**src/tsp_pkg.sv**
```systemverilog
// Purpose: shared constants for the timer channel serial port
// Assumes: 20 MHz system clock, plain register port, 32-bit data
// Notes:   offsets are byte addresses of aligned words
// How it works
// - every serviced state adds slot transition time
// - bit counter loads full 16-bit length
// - clock-only mode runs up to FFFF clocks
// - long receive keeps only last sampled bits
// - shift register data is never justified
// - 16-bit transfer replaces each outgoing bit
// - output on active edge, sample on opposite
// - service delay separates edge from data action
// - service request 11 starts; 00 idle
// - sequence bits select clock/transmit/receive mode
// - count to zero ends transfer, raises interrupt
// - direction bit: zero lsb first, one msb
package tsp_pkg;
  localparam int          CLK_HZ         = 20_000_000;
  localparam logic [7:0]  ADDR_CTRL      = 8'h00;
  localparam logic [7:0]  ADDR_HALF      = 8'h04;
  localparam logic [7:0]  ADDR_LEN       = 8'h08;
  localparam logic [7:0]  ADDR_DATA      = 8'h0C;
  localparam logic [7:0]  ADDR_STAT      = 8'h10;
  localparam logic [7:0]  ADDR_MASK      = 8'h14;
  localparam logic [7:0]  ADDR_BUSY      = 8'h18;
  // control word fields
  localparam int          CTRL_HSR_LSB   = 0;
  localparam int          CTRL_HSQ_LSB   = 2;
  localparam int          CTRL_DIR_BIT   = 4;
  localparam int          CTRL_POL_BIT   = 5;
  localparam int          CTRL_TB_LSB    = 8;
  localparam logic [1:0]  HSR_START      = 2'h3;
  localparam logic [1:0]  HSQ_CLK_ONLY   = 2'h0;
  localparam logic [1:0]  HSQ_TX         = 2'h1;
  localparam logic [1:0]  HSQ_RX         = 2'h2;
  localparam logic [1:0]  HSQ_FULL       = 2'h3;
  localparam logic [15:0] HALF_RESET     = 16'h0001;
  localparam logic [7:0]  TB_DIV_RESET   = 8'h00;
  // slot transition overhead in cpu clocks, shorter and longer form
  localparam int          SLOT_TST_SHORT = 10;
  localparam int          SLOT_TST_LONG  = 14;
  // service delay: slot transition plus one cycle of state work
  localparam logic [4:0]  SERVICE_DELAY  = 5'(SLOT_TST_SHORT + 1);
  localparam int          STAT_DONE_BIT  = 0;
endpackage

```
**src/tsp_if.sv**
```systemverilog
`timescale 1ns/1ps
// Purpose: carrier between the port top and the timebase divider
// Assumes: single system clock
// Notes:   divide ratio in, tick out
interface tsp_if;
  logic [7:0] div;
  logic       tick;
  modport core (output div, input tick);
  modport tb   (input div, output tick);
endinterface

```
**src/tsp_timebase.sv**
```systemverilog
`timescale 1ns/1ps
// Purpose: timebase counter producing a one-cycle tick
// Assumes: div is a plain register value
// Notes:   tick every div+1 system clocks
module tsp_timebase
  import tsp_pkg::*;
(
  input  wire logic clk_i,
  input  wire logic nrst_i,
  tsp_if.tb         tb
);
  logic [7:0] cnt_q;
  logic [7:0] cnt_d;
  logic       tick_q;
  logic       tick_d;

  always_comb begin
    cnt_d  = cnt_q + 8'h01;
    tick_d = 1'b0;
    if (cnt_q >= tb.div) begin
      cnt_d  = 8'h00;
      tick_d = 1'b1;
    end
  end

  always_ff @(posedge clk_i) begin
    if (!nrst_i) begin
      cnt_q  <= 8'h00;
      tick_q <= 1'b0;
    end else begin
      cnt_q  <= cnt_d;
      tick_q <= tick_d;
    end
  end

  assign tb.tick = tick_q;
endmodule

```
**src/tsp_serial_port.sv**
```systemverilog
`timescale 1ns/1ps
// Purpose: master-only timer serial port with register access
// Assumes: data in pin is asynchronous and synchronised here
// Notes:   data moves a fixed service delay after each clock edge
module tsp_serial_port
  import tsp_pkg::*;
(
  input  wire logic        SYS_CLK_I,
  input  wire logic        NRST_I,
  input  wire logic [7:0]  ADDR_I,
  input  wire logic [31:0] WDATA_I,
  input  wire logic        WR_I,
  input  wire logic        RD_I,
  output logic      [31:0] RDATA_O,
  output logic             SCLK_O,
  output logic             DOUT_O,
  output logic             DOUT_OE_O,
  input  wire logic        DIN_I,
  output logic             IRQ_O
);
  typedef enum {ST_IDLE, ST_RUN} tsp_state_e;

  tsp_if tbi ();
  tsp_timebase u_tb (
    .clk_i  (SYS_CLK_I),
    .nrst_i (NRST_I),
    .tb     (tbi)
  );

  tsp_state_e  state_q, state_d;
  logic [1:0]  hsq_q, hsq_d;
  logic        dir_q, dir_d;
  logic        pol_q, pol_d;
  logic [7:0]  div_q, div_d;
  logic [15:0] half_q, half_d;
  logic [15:0] len_q, len_d;
  logic [15:0] sr_q, sr_d;
  logic [15:0] bits_q, bits_d;
  logic [15:0] hcnt_q, hcnt_d;
  logic        clk_q, clk_d;
  logic        dout_q, dout_d;
  logic        oe_q, oe_d;
  logic [4:0]  dly_q, dly_d;
  logic        dly_lead_q, dly_lead_d;
  logic        stat_q, stat_d;
  logic        mask_q, mask_d;
  logic [31:0] rdata_q, rdata_d;
  logic        din_m_q, din_s_q;
  logic        done_ev;
  logic        start;
  logic        tx_en, rx_en;
  logic        out_bit, in_bit;

  assign tbi.div = div_q;

  // two-stage synchroniser for the data input pin
  always_ff @(posedge SYS_CLK_I) begin
    if (!NRST_I) begin
      din_m_q <= 1'b0;
      din_s_q <= 1'b0;
    end else begin
      din_m_q <= DIN_I;
      din_s_q <= din_m_q;
    end
  end

  assign start = WR_I && (ADDR_I == ADDR_CTRL) &&
                 (WDATA_I[CTRL_HSR_LSB +: 2] == HSR_START);
  assign tx_en = hsq_q[0];
  assign rx_en = hsq_q[1];
  assign out_bit = dir_q ? sr_q[15] : sr_q[0];
  assign in_bit  = rx_en ? din_s_q : 1'b0;

  // transfer engine
  always_comb begin
    state_d    = state_q;
    sr_d       = sr_q;
    bits_d     = bits_q;
    hcnt_d     = hcnt_q;
    clk_d      = clk_q;
    dout_d     = dout_q;
    oe_d       = oe_q;
    dly_d      = dly_q;
    dly_lead_d = dly_lead_q;
    done_ev    = 1'b0;
    if (WR_I && ADDR_I == ADDR_DATA && state_q == ST_IDLE) begin
      sr_d = WDATA_I[15:0];
    end
    case (state_q)
      ST_IDLE: begin
        clk_d = pol_q;
        if (start) begin
          bits_d  = WDATA_I[CTRL_HSQ_LSB +: 2] == HSQ_CLK_ONLY ?
                    len_q : len_q;
          hcnt_d  = 16'h0000;
          dly_d   = 5'h00;
          oe_d    = WDATA_I[CTRL_HSQ_LSB] && (len_q != 16'h0000);
          state_d = (len_q == 16'h0000) ? ST_IDLE : ST_RUN;
          done_ev = (len_q == 16'h0000);
        end
      end
      ST_RUN: begin
        if (dly_q != 5'h00) begin
          dly_d = dly_q - 5'h01;
          if (dly_q == 5'h01) begin
            if (dly_lead_q) begin
              // leading edge serviced: present next bit
              if (tx_en) begin
                dout_d = out_bit;
              end
            end else begin
              // trailing edge serviced: sample and shift
              if (dir_q) begin
                sr_d = {sr_q[14:0], in_bit};
              end else begin
                sr_d = {in_bit, sr_q[15:1]};
              end
              bits_d = bits_q - 16'h0001;
              if (bits_q == 16'h0001) begin
                state_d = ST_IDLE;
                done_ev = 1'b1;
                clk_d   = pol_q;
                oe_d    = 1'b0;
              end
            end
          end
        end
        if (tbi.tick && state_d == ST_RUN) begin
          if (hcnt_q + 16'h0001 >= half_q) begin
            hcnt_d     = 16'h0000;
            clk_d      = ~clk_q;
            dly_d      = SERVICE_DELAY;
            dly_lead_d = (clk_q == pol_q);
          end else begin
            hcnt_d = hcnt_q + 16'h0001;
          end
        end
      end
      default: state_d = ST_IDLE;
    endcase
  end

  // register port and interrupt
  always_comb begin
    hsq_d   = hsq_q;
    dir_d   = dir_q;
    pol_d   = pol_q;
    div_d   = div_q;
    half_d  = half_q;
    len_d   = len_q;
    mask_d  = mask_q;
    stat_d  = stat_q;
    rdata_d = 32'h0000_0000;
    if (WR_I) begin
      if (ADDR_I == ADDR_CTRL) begin
        hsq_d = WDATA_I[CTRL_HSQ_LSB +: 2];
        dir_d = WDATA_I[CTRL_DIR_BIT];
        pol_d = WDATA_I[CTRL_POL_BIT];
        div_d = WDATA_I[CTRL_TB_LSB +: 8];
      end else if (ADDR_I == ADDR_HALF) begin
        half_d = WDATA_I[15:0];
      end else if (ADDR_I == ADDR_LEN) begin
        len_d = WDATA_I[15:0];
      end else if (ADDR_I == ADDR_STAT) begin
        if (WDATA_I[STAT_DONE_BIT]) begin
          stat_d = 1'b0;
        end
      end else if (ADDR_I == ADDR_MASK) begin
        mask_d = WDATA_I[STAT_DONE_BIT];
      end
    end
    if (done_ev) begin
      stat_d = 1'b1;
    end
    if (RD_I) begin
      if (ADDR_I == ADDR_CTRL) begin
        rdata_d = {16'h0000, div_q, 2'h0, pol_q, dir_q, hsq_q, 2'h0};
      end else if (ADDR_I == ADDR_HALF) begin
        rdata_d = {16'h0000, half_q};
      end else if (ADDR_I == ADDR_LEN) begin
        rdata_d = {16'h0000, len_q};
      end else if (ADDR_I == ADDR_DATA) begin
        rdata_d = {16'h0000, sr_q};
      end else if (ADDR_I == ADDR_STAT) begin
        rdata_d = {31'h0000_0000, stat_q};
      end else if (ADDR_I == ADDR_MASK) begin
        rdata_d = {31'h0000_0000, mask_q};
      end else if (ADDR_I == ADDR_BUSY) begin
        rdata_d = {bits_q, 15'h0000, state_q == ST_RUN};
      end else begin
        rdata_d = 32'h0000_0000;
      end
    end
  end

  always_ff @(posedge SYS_CLK_I) begin
    if (!NRST_I) begin
      state_q    <= ST_IDLE;
      sr_q       <= 16'h0000;
      bits_q     <= 16'h0000;
      hcnt_q     <= 16'h0000;
      clk_q      <= 1'b0;
      dout_q     <= 1'b0;
      oe_q       <= 1'b0;
      dly_q      <= 5'h00;
      dly_lead_q <= 1'b0;
      hsq_q      <= HSQ_CLK_ONLY;
      dir_q      <= 1'b0;
      pol_q      <= 1'b0;
      div_q      <= TB_DIV_RESET;
      half_q     <= HALF_RESET;
      len_q      <= 16'h0000;
      stat_q     <= 1'b0;
      mask_q     <= 1'b0;
      rdata_q    <= 32'h0000_0000;
    end else begin
      state_q    <= state_d;
      sr_q       <= sr_d;
      bits_q     <= bits_d;
      hcnt_q     <= hcnt_d;
      clk_q      <= clk_d;
      dout_q     <= dout_d;
      oe_q       <= oe_d;
      dly_q      <= dly_d;
      dly_lead_q <= dly_lead_d;
      hsq_q      <= hsq_d;
      dir_q      <= dir_d;
      pol_q      <= pol_d;
      div_q      <= div_d;
      half_q     <= half_d;
      len_q      <= len_d;
      stat_q     <= stat_d;
      mask_q     <= mask_d;
      rdata_q    <= rdata_d;
    end
  end

  assign RDATA_O   = rdata_q;
  assign SCLK_O    = clk_q;
  assign DOUT_O    = dout_q;
  assign DOUT_OE_O = oe_q;
  assign IRQ_O     = stat_q & mask_q;

  property p_idle_clock;
    @(posedge SYS_CLK_I) disable iff (!NRST_I)
      (state_q == ST_IDLE && !start) |=> (SCLK_O == $past(pol_q));
  endproperty
  a_idle_clock: assert property (p_idle_clock)
    else $error("clock not at idle level");

  property p_load_len;
    @(posedge SYS_CLK_I) disable iff (!NRST_I)
      (state_q == ST_IDLE && start && len_q != 16'h0000)
      |=> (bits_q == $past(len_q) && state_q == ST_RUN);
  endproperty
  a_load_len: assert property (p_load_len)
    else $error("bit count not loaded from length");

  property p_done_irq;
    @(posedge SYS_CLK_I) disable iff (!NRST_I)
      (state_q == ST_RUN && state_d == ST_IDLE) |=> stat_q;
  endproperty
  a_done_irq: assert property (p_done_irq)
    else $error("done flag not set at end");

  property p_irq_gate;
    @(posedge SYS_CLK_I) disable iff (!NRST_I)
      (done_ev && mask_d) |=> IRQ_O;
  endproperty
  a_irq_gate: assert property (p_irq_gate)
    else $error("interrupt not gated by mask");

  property p_delay;
    @(posedge SYS_CLK_I) disable iff (!NRST_I)
      (state_q == ST_RUN && $changed(SCLK_O) && state_d == ST_RUN)
      |-> dly_q == SERVICE_DELAY ##1 dly_q == SERVICE_DELAY - 5'h01;
  endproperty
  a_delay: assert property (p_delay)
    else $error("service delay not started at edge");

  property p_rx_oe;
    @(posedge SYS_CLK_I) disable iff (!NRST_I)
      (state_q == ST_RUN && !tx_en) |-> !DOUT_OE_O;
  endproperty
  a_rx_oe: assert property (p_rx_oe)
    else $error("output driven without transmit");

  property p_oe_idle;
    @(posedge SYS_CLK_I) disable iff (!NRST_I)
      (state_q == ST_IDLE && !start) |=> !DOUT_OE_O;
  endproperty
  a_oe_idle: assert property (p_oe_idle)
    else $error("output driven while idle");

  property p_shift_right;
    @(posedge SYS_CLK_I) disable iff (!NRST_I)
      (state_q == ST_RUN && dly_q == 5'h01 && !dly_lead_q && !dir_q)
      |=> sr_q[14:0] == $past(sr_q[15:1]);
  endproperty
  a_shift_right: assert property (p_shift_right)
    else $error("lsb-first shift wrong");

  property p_shift_left;
    @(posedge SYS_CLK_I) disable iff (!NRST_I)
      (state_q == ST_RUN && dly_q == 5'h01 && !dly_lead_q && dir_q)
      |=> sr_q[15:1] == $past(sr_q[14:0]);
  endproperty
  a_shift_left: assert property (p_shift_left)
    else $error("msb-first shift wrong");
endmodule

```
**config.mk**
```make
export PLATFORM = sky130hd
export DESIGN_NAME = tsp_serial_port
export DESIGN_NICKNAME = d
export VERILOG_FILES = /design/src/tsp_pkg.sv /design/src/tsp_if.sv /design/src/tsp_timebase.sv /design/src/tsp_serial_port.sv
export SDC_FILE = /design/constraint.sdc
export NUM_CORES = 1
export LEC_CHECK = 0
export BUFFER_PORTS_ARGS = -buffer_cell sky130_fd_sc_hd__buf_4
export CAP_MARGIN = 30
export CORE_MARGIN = 10
export CORE_UTILIZATION = 45
export DETAILED_ROUTE_END_ITERATION = 16
export GPL_ROUTABILITY_DRIVEN = 1
export PLACE_DENSITY = 0.65
export SLEW_MARGIN = 20
export SYNTH_ARGS = -nofsm -noshare
export SYNTH_HDL_FRONTEND = slang
export SYNTH_HIERARCHICAL = 1
export SYNTH_SLANG_ARGS = --single-unit
```
**constraint.sdc**
```tcl
create_clock -name SYS_CLK_I -period 6.5 [get_ports SYS_CLK_I]
set_clock_uncertainty 0.2 [all_clocks]
set_input_delay 1.3 -clock SYS_CLK_I [delete_from_list [all_inputs] [get_ports SYS_CLK_I]]
set_output_delay 1.3 -clock SYS_CLK_I [all_outputs]
set_load 0.01 [all_outputs]
```
; ---- Yosys cells after proc, flatten, opt, wreduce, memory -nomap -nowiden
; Index checks and enable logic that the tools add are counted.
[totals]
memories = 0
ram_bits = 0
latch_bits = 0
ff_bits = 178
rom_bits = 0
inputBits = 45
[classes]
n_eq_ne = 22
n_div = 0
n_mul = 0
n_lt_le_gt_ge = 2
mux = 64
n_bitwise = 9
reduce_logical = 31
add_sub_neg = 4
shift = 0
[ops]
columns = op, count
row1 = $mux W16, 19
row2 = $mux W32, 6
row3 = $eq A32 B2 Y1 const B, 2
row4 = $logic_not A32 Y1, 2
row5 = $pmux W16 S2, 2
row6 = $pmux W32 S2, 1
row7 = $eq A32 B1 Y1 const B, 1
row8 = $mux W1, 28
row9 = $eq A8 B5 Y1 const B, 3
row10 = $mux W5, 4
row11 = $ne A2 B2 Y1 const B, 9
row12 = $reduce_and A6 Y1, 3
row13 = $add A16 B1 Y16 const B, 1
row14 = $eq A16 B1 Y1 const B, 1
row15 = $eq A8 B4 Y1 const B, 2
row16 = $ge A16 B16 Y1, 1
row17 = $logic_not A16 Y1, 1
row18 = $reduce_bool A16 Y1, 1
row19 = $sub A16 B1 Y16 const B, 1
row20 = $pmux W5 S2, 1
row21 = $reduce_and A5 Y1, 2
row22 = $reduce_and A3 Y1, 3
row23 = $reduce_or A9 Y1, 1
row24 = $add A8 B1 Y8 const B, 1
row25 = 17 further kinds, 36

; ---- Logic depth before layout (Yosys ltp)
[logic_depth]
depth_word = 10
mapped_depth = 16
mapped_depth_nobuf = 14

; ---- Hierarchy
; The synthesis kept the hierarchy.
[modules_own_cells]
columns = mod, seq_area_each_um2, area_each_um2, cells_each, n_inst
row1 = tsp_serial_port, 3383.2, 7566.0, 878, 1
row2 = tsp_timebase, 180.2, 563.0, 61, 1

; ---- Worst setup path before layout
; OpenSTA, ideal clock, no wires.
[synth_timing]
path_type = flip-flop to flip-flop
start = register hcnt_q[2]
end = register hcnt_q[7]
path_stages_with_launch = 16
arrival_ns = 3.421
t_required_ns = 6.238
path_buffers = 2
slack_ns = 2.817
period_less_slack_ns = 3.683
cell_sequence = dfxtp_1 > nand2_1 > nor4_1 > and3_1 > clkbuf_1 > nand3_1 > xnor2_1 > ha_1 > a21o_1 > a21o_1 > a21oi_1 > inv_1 > or3_1 > clkbuf_1 > or4_1 > nand3_1
[synth_via]
elab_chain_cells = 5
[synth_rtl]
columns = item, line_no
row1 = start: declaration, tsp_serial_port.sv:39  ; logic [15:0] hcnt_q, hcnt_d;
row2 = start signal: assignment, tsp_serial_port.sv:220  ; hcnt_q <= hcnt_d;
row3 = $add A16 B1 Y16 (*), "tsp_serial_port.sv:129, tsp_serial_port.sv:135"
row4 = $ge A16 B16 Y1, tsp_serial_port.sv:129  ; if (hcnt_q + 16'h0001 >= half_q) begin
row5 = $mux W16 (*), tsp_serial_port.sv:129
row6 = $mux W16 (*), tsp_serial_port.sv:128  ; if (tbi.tick && state_d == ST_RUN) begin
row7 = $pmux W16 S2 (*), tsp_serial_port.sv:89  ; case (state_q)
; Every way passes the cells marked *; elsewhere a longest branch is shown, timed or not. The select of a mux whose other input is x is not followed.
; A chain may end at the register's enable or synchronous reset.

; ---- Final worst setup path
; Same ends and word-level chain as after synthesis.

==> qor.log <==
INFO  clock_tree     ctsResizeCount=0
INFO  finish         final_design_area_no_fill=9450µm²
INFO  worst_setup_path critical_path.max_fanout=7
INFO  logic_synthesis synth_enable_flop_cells=0
INFO  clock_tree     cts_max_path_buffers=2
INFO  global_route   gr-total-overflow=0
INFO  run            cap_violations=0
INFO  worst_setup_path setup.worst_path.end=hcnt_q[7]$_SDFFE_PN0P_
INFO  timing         grt_setup_unrepaired=false
INFO  logic_synthesis cell_count_after_synthesis=939
INFO  timing         finalWorstSetupSlack=2.39ns
INFO  worst_setup_path worst-setup-path-type=register to register
INFO  finish         flow.area_growth_from_synthesis=16.3%
INFO  worst_setup_path critical_path_required=6.68ns
INFO  timing         setup_tns=0ns
INFO  clock_tree     clkSlewWorstSetupHoldPaths=0.07ns
INFO  logic_synthesis synth_seq_area_share=43.8%
INFO  worst_setup_path worst_setup_path_start_kind=register
INFO  route          routed_wire_length_per_instance=17.2µm
INFO  timing         max_freq=243MHz
INFO  global_route   grt_first_pass_wirelength=35.1mm
INFO  worst_setup_path cp-startpoint=hcnt_q[2]$_SDFFE_PN0P_
INFO  worst_setup_path number_of_gates_on_the_worst_path_with_buffers_counted=13
INFO  power_and_ir_drop leakage=3.51nW
INFO  worst_setup_path regToRegStartpoint=hcnt_q[2]$_SDFFE_PN0P_
INFO  logic_synthesis largest_family_of_logic_cells_by_synthesized_area=simple AND/OR/NAND/NOR gates
INFO  clock_tree     postCtsSetupRepairBufs=0
INFO  finish         final_layout_size_suffix_gt1_share=13.3%
INFO  place          detailedPlacementHpwl=15.3mm
INFO  worst_hold_path min_path_type=register to register
INFO  clock_tree     clk_latency=0.43ns
INFO  floorplan      pin_count=81
INFO  floorplan      die_height=154µm
INFO  logic_synthesis post_synth_mux_area_share=5.20%
INFO  clock_tree     clock_tree.root_cell=sky130_fd_sc_hd__clkbuf_16
INFO  place          dpl-instance-area=8870µm²
INFO  timing         slew_violations=0
INFO  timing         timing.final.setup_violations=0
INFO  route          routed_wl=21.4mm
INFO  global_route   grt_start_max_net_pins=73
INFO  logic_synthesis yosys.area_share.simple=22.5%
INFO  power_and_ir_drop p_per_area=227nW/µm²
INFO  global_route   grt_pass1_vias=6682
INFO  logic_synthesis yosys_warnings=6
INFO  floorplan      dieArea=23800µm²
INFO  timing         layout_worst_path_cycle_share=63.2%
INFO  timing         relSlewSlack=43.6%
INFO  worst_setup_path critical-path-max-stage-delay=0.66ns
INFO  timing         final_period_minus_worst_setup_slack=4.11ns
INFO  logic_synthesis synth-adder-area-share=4.77%
INFO  finish         finalNetCount=1083
INFO  worst_setup_path critPathTopFamily=simple AND/OR/NAND/NOR gates
INFO  worst_setup_path reg2regPathDepth=13
INFO  run_status     status=completed
INFO  timing         tightest_slew=0.847ns
INFO  route          drtAntennaViolNets=0
INFO  clock_tree     cts_buffers=17
INFO  route          vias_per_instance=5.59
INFO  worst_setup_path critical_path.endpoint_type=register
INFO  worst_setup_path cp_cell_sequence=nand2_1, nor4_1, and3_1, nand3_1, xnor2_1, ha_1, a21o_1, a21o_1, a21oi_1, inv_1, or3_1, or4_1, nand3_1
INFO  logic_synthesis post_synth_num_cell_types=64
INFO  route          num_vias=6980
INFO  floorplan      die_w=154µm
INFO  worst_setup_path number_of_buffers_and_inverters_on_the_critical_path=1
INFO  place          gpl_congestion=0.838
INFO  clock_tree     post_cts_hold_buffer_count=0
INFO  logic_synthesis ys_async_sr_fraction=0%
INFO  floorplan      floorplan.initialDensity=45.6%
INFO  worst_setup_path crit_path_top_delay_cell=sky130_fd_sc_hd__nor4_1
INFO  route          firstDrtPassIters=5
INFO  route          first_iter_violations=493
INFO  logic_synthesis syn_avg_cell_area=8.66µm²
INFO  worst_setup_path reg2reg_slack=2.39ns
INFO  floorplan      core=17800µm²
INFO  route          post-route-drc-count=0
INFO  clock_tree     clock_tree_from_tritoncts=done
INFO  place          dp_slack=1.95ns
INFO  timing         final_hold_viol_count=0
INFO  logic_synthesis synth-seq-cells=178
INFO  logic_synthesis synthesis.area=8130µm²
INFO  logic_synthesis dominant_register_cell_in_the_synthesized_netlist=sky130_fd_sc_hd__dfxtp_1
INFO  worst_setup_path cp_data_arrival_time=4.29ns
INFO  logic_synthesis synth_compound_area_share=16.9%
INFO  global_route   grt_usage=17.9%
INFO  clock_tree     cts.sink_count=178
INFO  place          placement.io_buffers=64
INFO  power_and_ir_drop vdd_ir_drop_max=0.196mV
INFO  finish         n_antenna_cell=0
INFO  floorplan      row_count=49
INFO  logic_synthesis xor_xnor_share_of_the_synthesized_area=2.26%
INFO  worst_setup_path regToRegEndpoint=hcnt_q[7]$_SDFFE_PN0P_
INFO  clock_tree     h-tree-depth=4
INFO  global_route   initial_antenna_violation_count=0
## logic make-up (layout without fill, tap and decap cells)
logic type,after synthesis,count (layout)
xor+xnor,21,21
buf+inv,94,145
other cells,1,31
compound gates,213,213
fa+ha+maj,31,31
flops,178,178
mux,39,39
simple gates,362,362
## state kept, by name, indices dropped and copies added, names as in the netlist, 16 cells and up
register	count
RDATA_O	32
state_q	32
bits_q	16
half_q	16
hcnt_q	16
len_q	16
sr_q	16
## placed cells by master, fill, tap and decap left out, types with 3 or more instances in the layout
cell / n
sky130_fd_sc_hd__mux2i_1: 22
sky130_fd_sc_hd__nand3_1: 41
sky130_fd_sc_hd__a21o_1: 4
sky130_fd_sc_hd__inv_1: 37
sky130_fd_sc_hd__and3_1: 13
sky130_fd_sc_hd__nand2_1: 129
sky130_fd_sc_hd__o211ai_1: 3
sky130_fd_sc_hd__o311ai_0: 5
sky130_fd_sc_hd__ha_1: 31
sky130_fd_sc_hd__dfxtp_1: 178
sky130_fd_sc_hd__and4_1: 4
sky130_fd_sc_hd__o21a_1: 5
sky130_fd_sc_hd__a22o_1: 3
sky130_fd_sc_hd__clkinv_4: 4
sky130_fd_sc_hd__nor4_1: 17
sky130_fd_sc_hd__a22oi_1: 23
sky130_fd_sc_hd__or4_1: 4
sky130_fd_sc_hd__nor3_2: 3
sky130_fd_sc_hd__or3_1: 6
sky130_fd_sc_hd__nand4_1: 16
sky130_fd_sc_hd__and2_1: 20
sky130_fd_sc_hd__nand2b_1: 3
sky130_fd_sc_hd__xor2_1: 12
sky130_fd_sc_hd__nor2b_1: 17
sky130_fd_sc_hd__nor3_1: 22
sky130_fd_sc_hd__nor2_1: 49
sky130_fd_sc_hd__clkbuf_16: 17
sky130_fd_sc_hd__a211oi_1: 35
sky130_fd_sc_hd__a21oi_1: 81
sky130_fd_sc_hd__nand4b_1: 7
sky130_fd_sc_hd__a2bb2oi_1: 3
sky130_fd_sc_hd__inv_6: 3
sky130_fd_sc_hd__conb_1: 31
sky130_fd_sc_hd__xnor2_1: 9
sky130_fd_sc_hd__o21ai_0: 30
sky130_fd_sc_hd__mux2_2: 16
sky130_fd_sc_hd__buf_4: 70
sky130_fd_sc_hd__clkinvlp_4: 5
## layout make-up
type / instances / area [µm²]
fill: 1696 / 8390
multi-input combinational: 697 / 4320
sequential: 178 / 3560
timing repair buffer: 75 / 579
clock buffer: 19 / 433
tap: 229 / 287
inverter: 38 / 143
clock inverter: 13 / 129
## cells in the mapped netlist, drive strengths merged, types with 12 or more instances
| cell | count | area (µm²) |
|---|---|---|
| o21ai | 33 | 173 |
| nor2 | 49 | 184 |
| dfxtp | 178 | 3560 |
| mux2 | 16 | 180 |
| clkbuf | 47 | 176 |
| a21oi | 81 | 405 |
| nand4 | 16 | 100 |
| mux2i | 22 | 220 |
| and2 | 20 | 125 |
| inv | 38 | 143 |
| ha | 31 | 388 |
| a211oi | 35 | 263 |
| nand2 | 129 | 484 |
| nand3 | 41 | 205 |
| nor2b | 17 | 106 |
| nor3 | 25 | 140 |
| xor2 | 12 | 105 |
| nor4 | 18 | 128 |
| a22oi | 23 | 173 |
| and3 | 13 | 81.3 |
## stage by stage
stage	hold slack, ns	total power, mW	utilization (%)	instances
finish	0.235	2.15	53.0	1249
global route	0.251	2.22	53.0	1249
CTS	0.239	2.17	52.9	1247
detailed placement	0.225	1.19	49.7	1215
global placement	0.216	1.19	49.5	1211
floorplan	0.212	1.16	-	969
## worst min-delay path by stage
stage	start	end	cells past startpoint
global placement	din_m_q$_SDFF_PN0_	din_s_q$_SDFF_PN0_	1
finish	din_m_q$_SDFF_PN0_	din_s_q$_SDFF_PN0_	1
floorplan	din_m_q$_SDFF_PN0_	din_s_q$_SDFF_PN0_	1
CTS	din_m_q$_SDFF_PN0_	din_s_q$_SDFF_PN0_	1
detailed placement	din_m_q$_SDFF_PN0_	din_s_q$_SDFF_PN0_	1
global route	din_m_q$_SDFF_PN0_	din_s_q$_SDFF_PN0_	1
## routing by layer
layer	share of wire (%)	wire, µm	global-route usage (%)
met1	46	9790	23.6
met2	47	10100	28.5
met3	6.7	1430	4.71
met4	0.77	166	4.27
met5	0	0	0
## power by group
| part | total (mW) | leakage [nW] | switching, mW | internal (mW) |
|---|---|---|---|---|
| registers | 1.11 | 1.45 | 0.00343 | 1.10 |
| clock network | 0.980 | 0.257 | 0.448 | 0.533 |
| logic | 0.0618 | 1.81 | 0.0427 | 0.0191 |
## worst register-to-register path, stage by stage, from the launching register on
cell                      delay, ns
sky130_fd_sc_hd__dfxtp_1       0.44
sky130_fd_sc_hd__nand2_1       0.10
sky130_fd_sc_hd__nor4_1        0.66
sky130_fd_sc_hd__and3_1        0.37
sky130_fd_sc_hd__nand3_1       0.12
sky130_fd_sc_hd__xnor2_1       0.21
sky130_fd_sc_hd__ha_1          0.28
sky130_fd_sc_hd__a21o_1        0.18
sky130_fd_sc_hd__a21o_1        0.18
sky130_fd_sc_hd__a21oi_1       0.20
sky130_fd_sc_hd__inv_1         0.11
sky130_fd_sc_hd__or3_1         0.49
sky130_fd_sc_hd__or4_1         0.44
sky130_fd_sc_hd__nand3_1       0.09
Power figures use the tool's default switching activity.
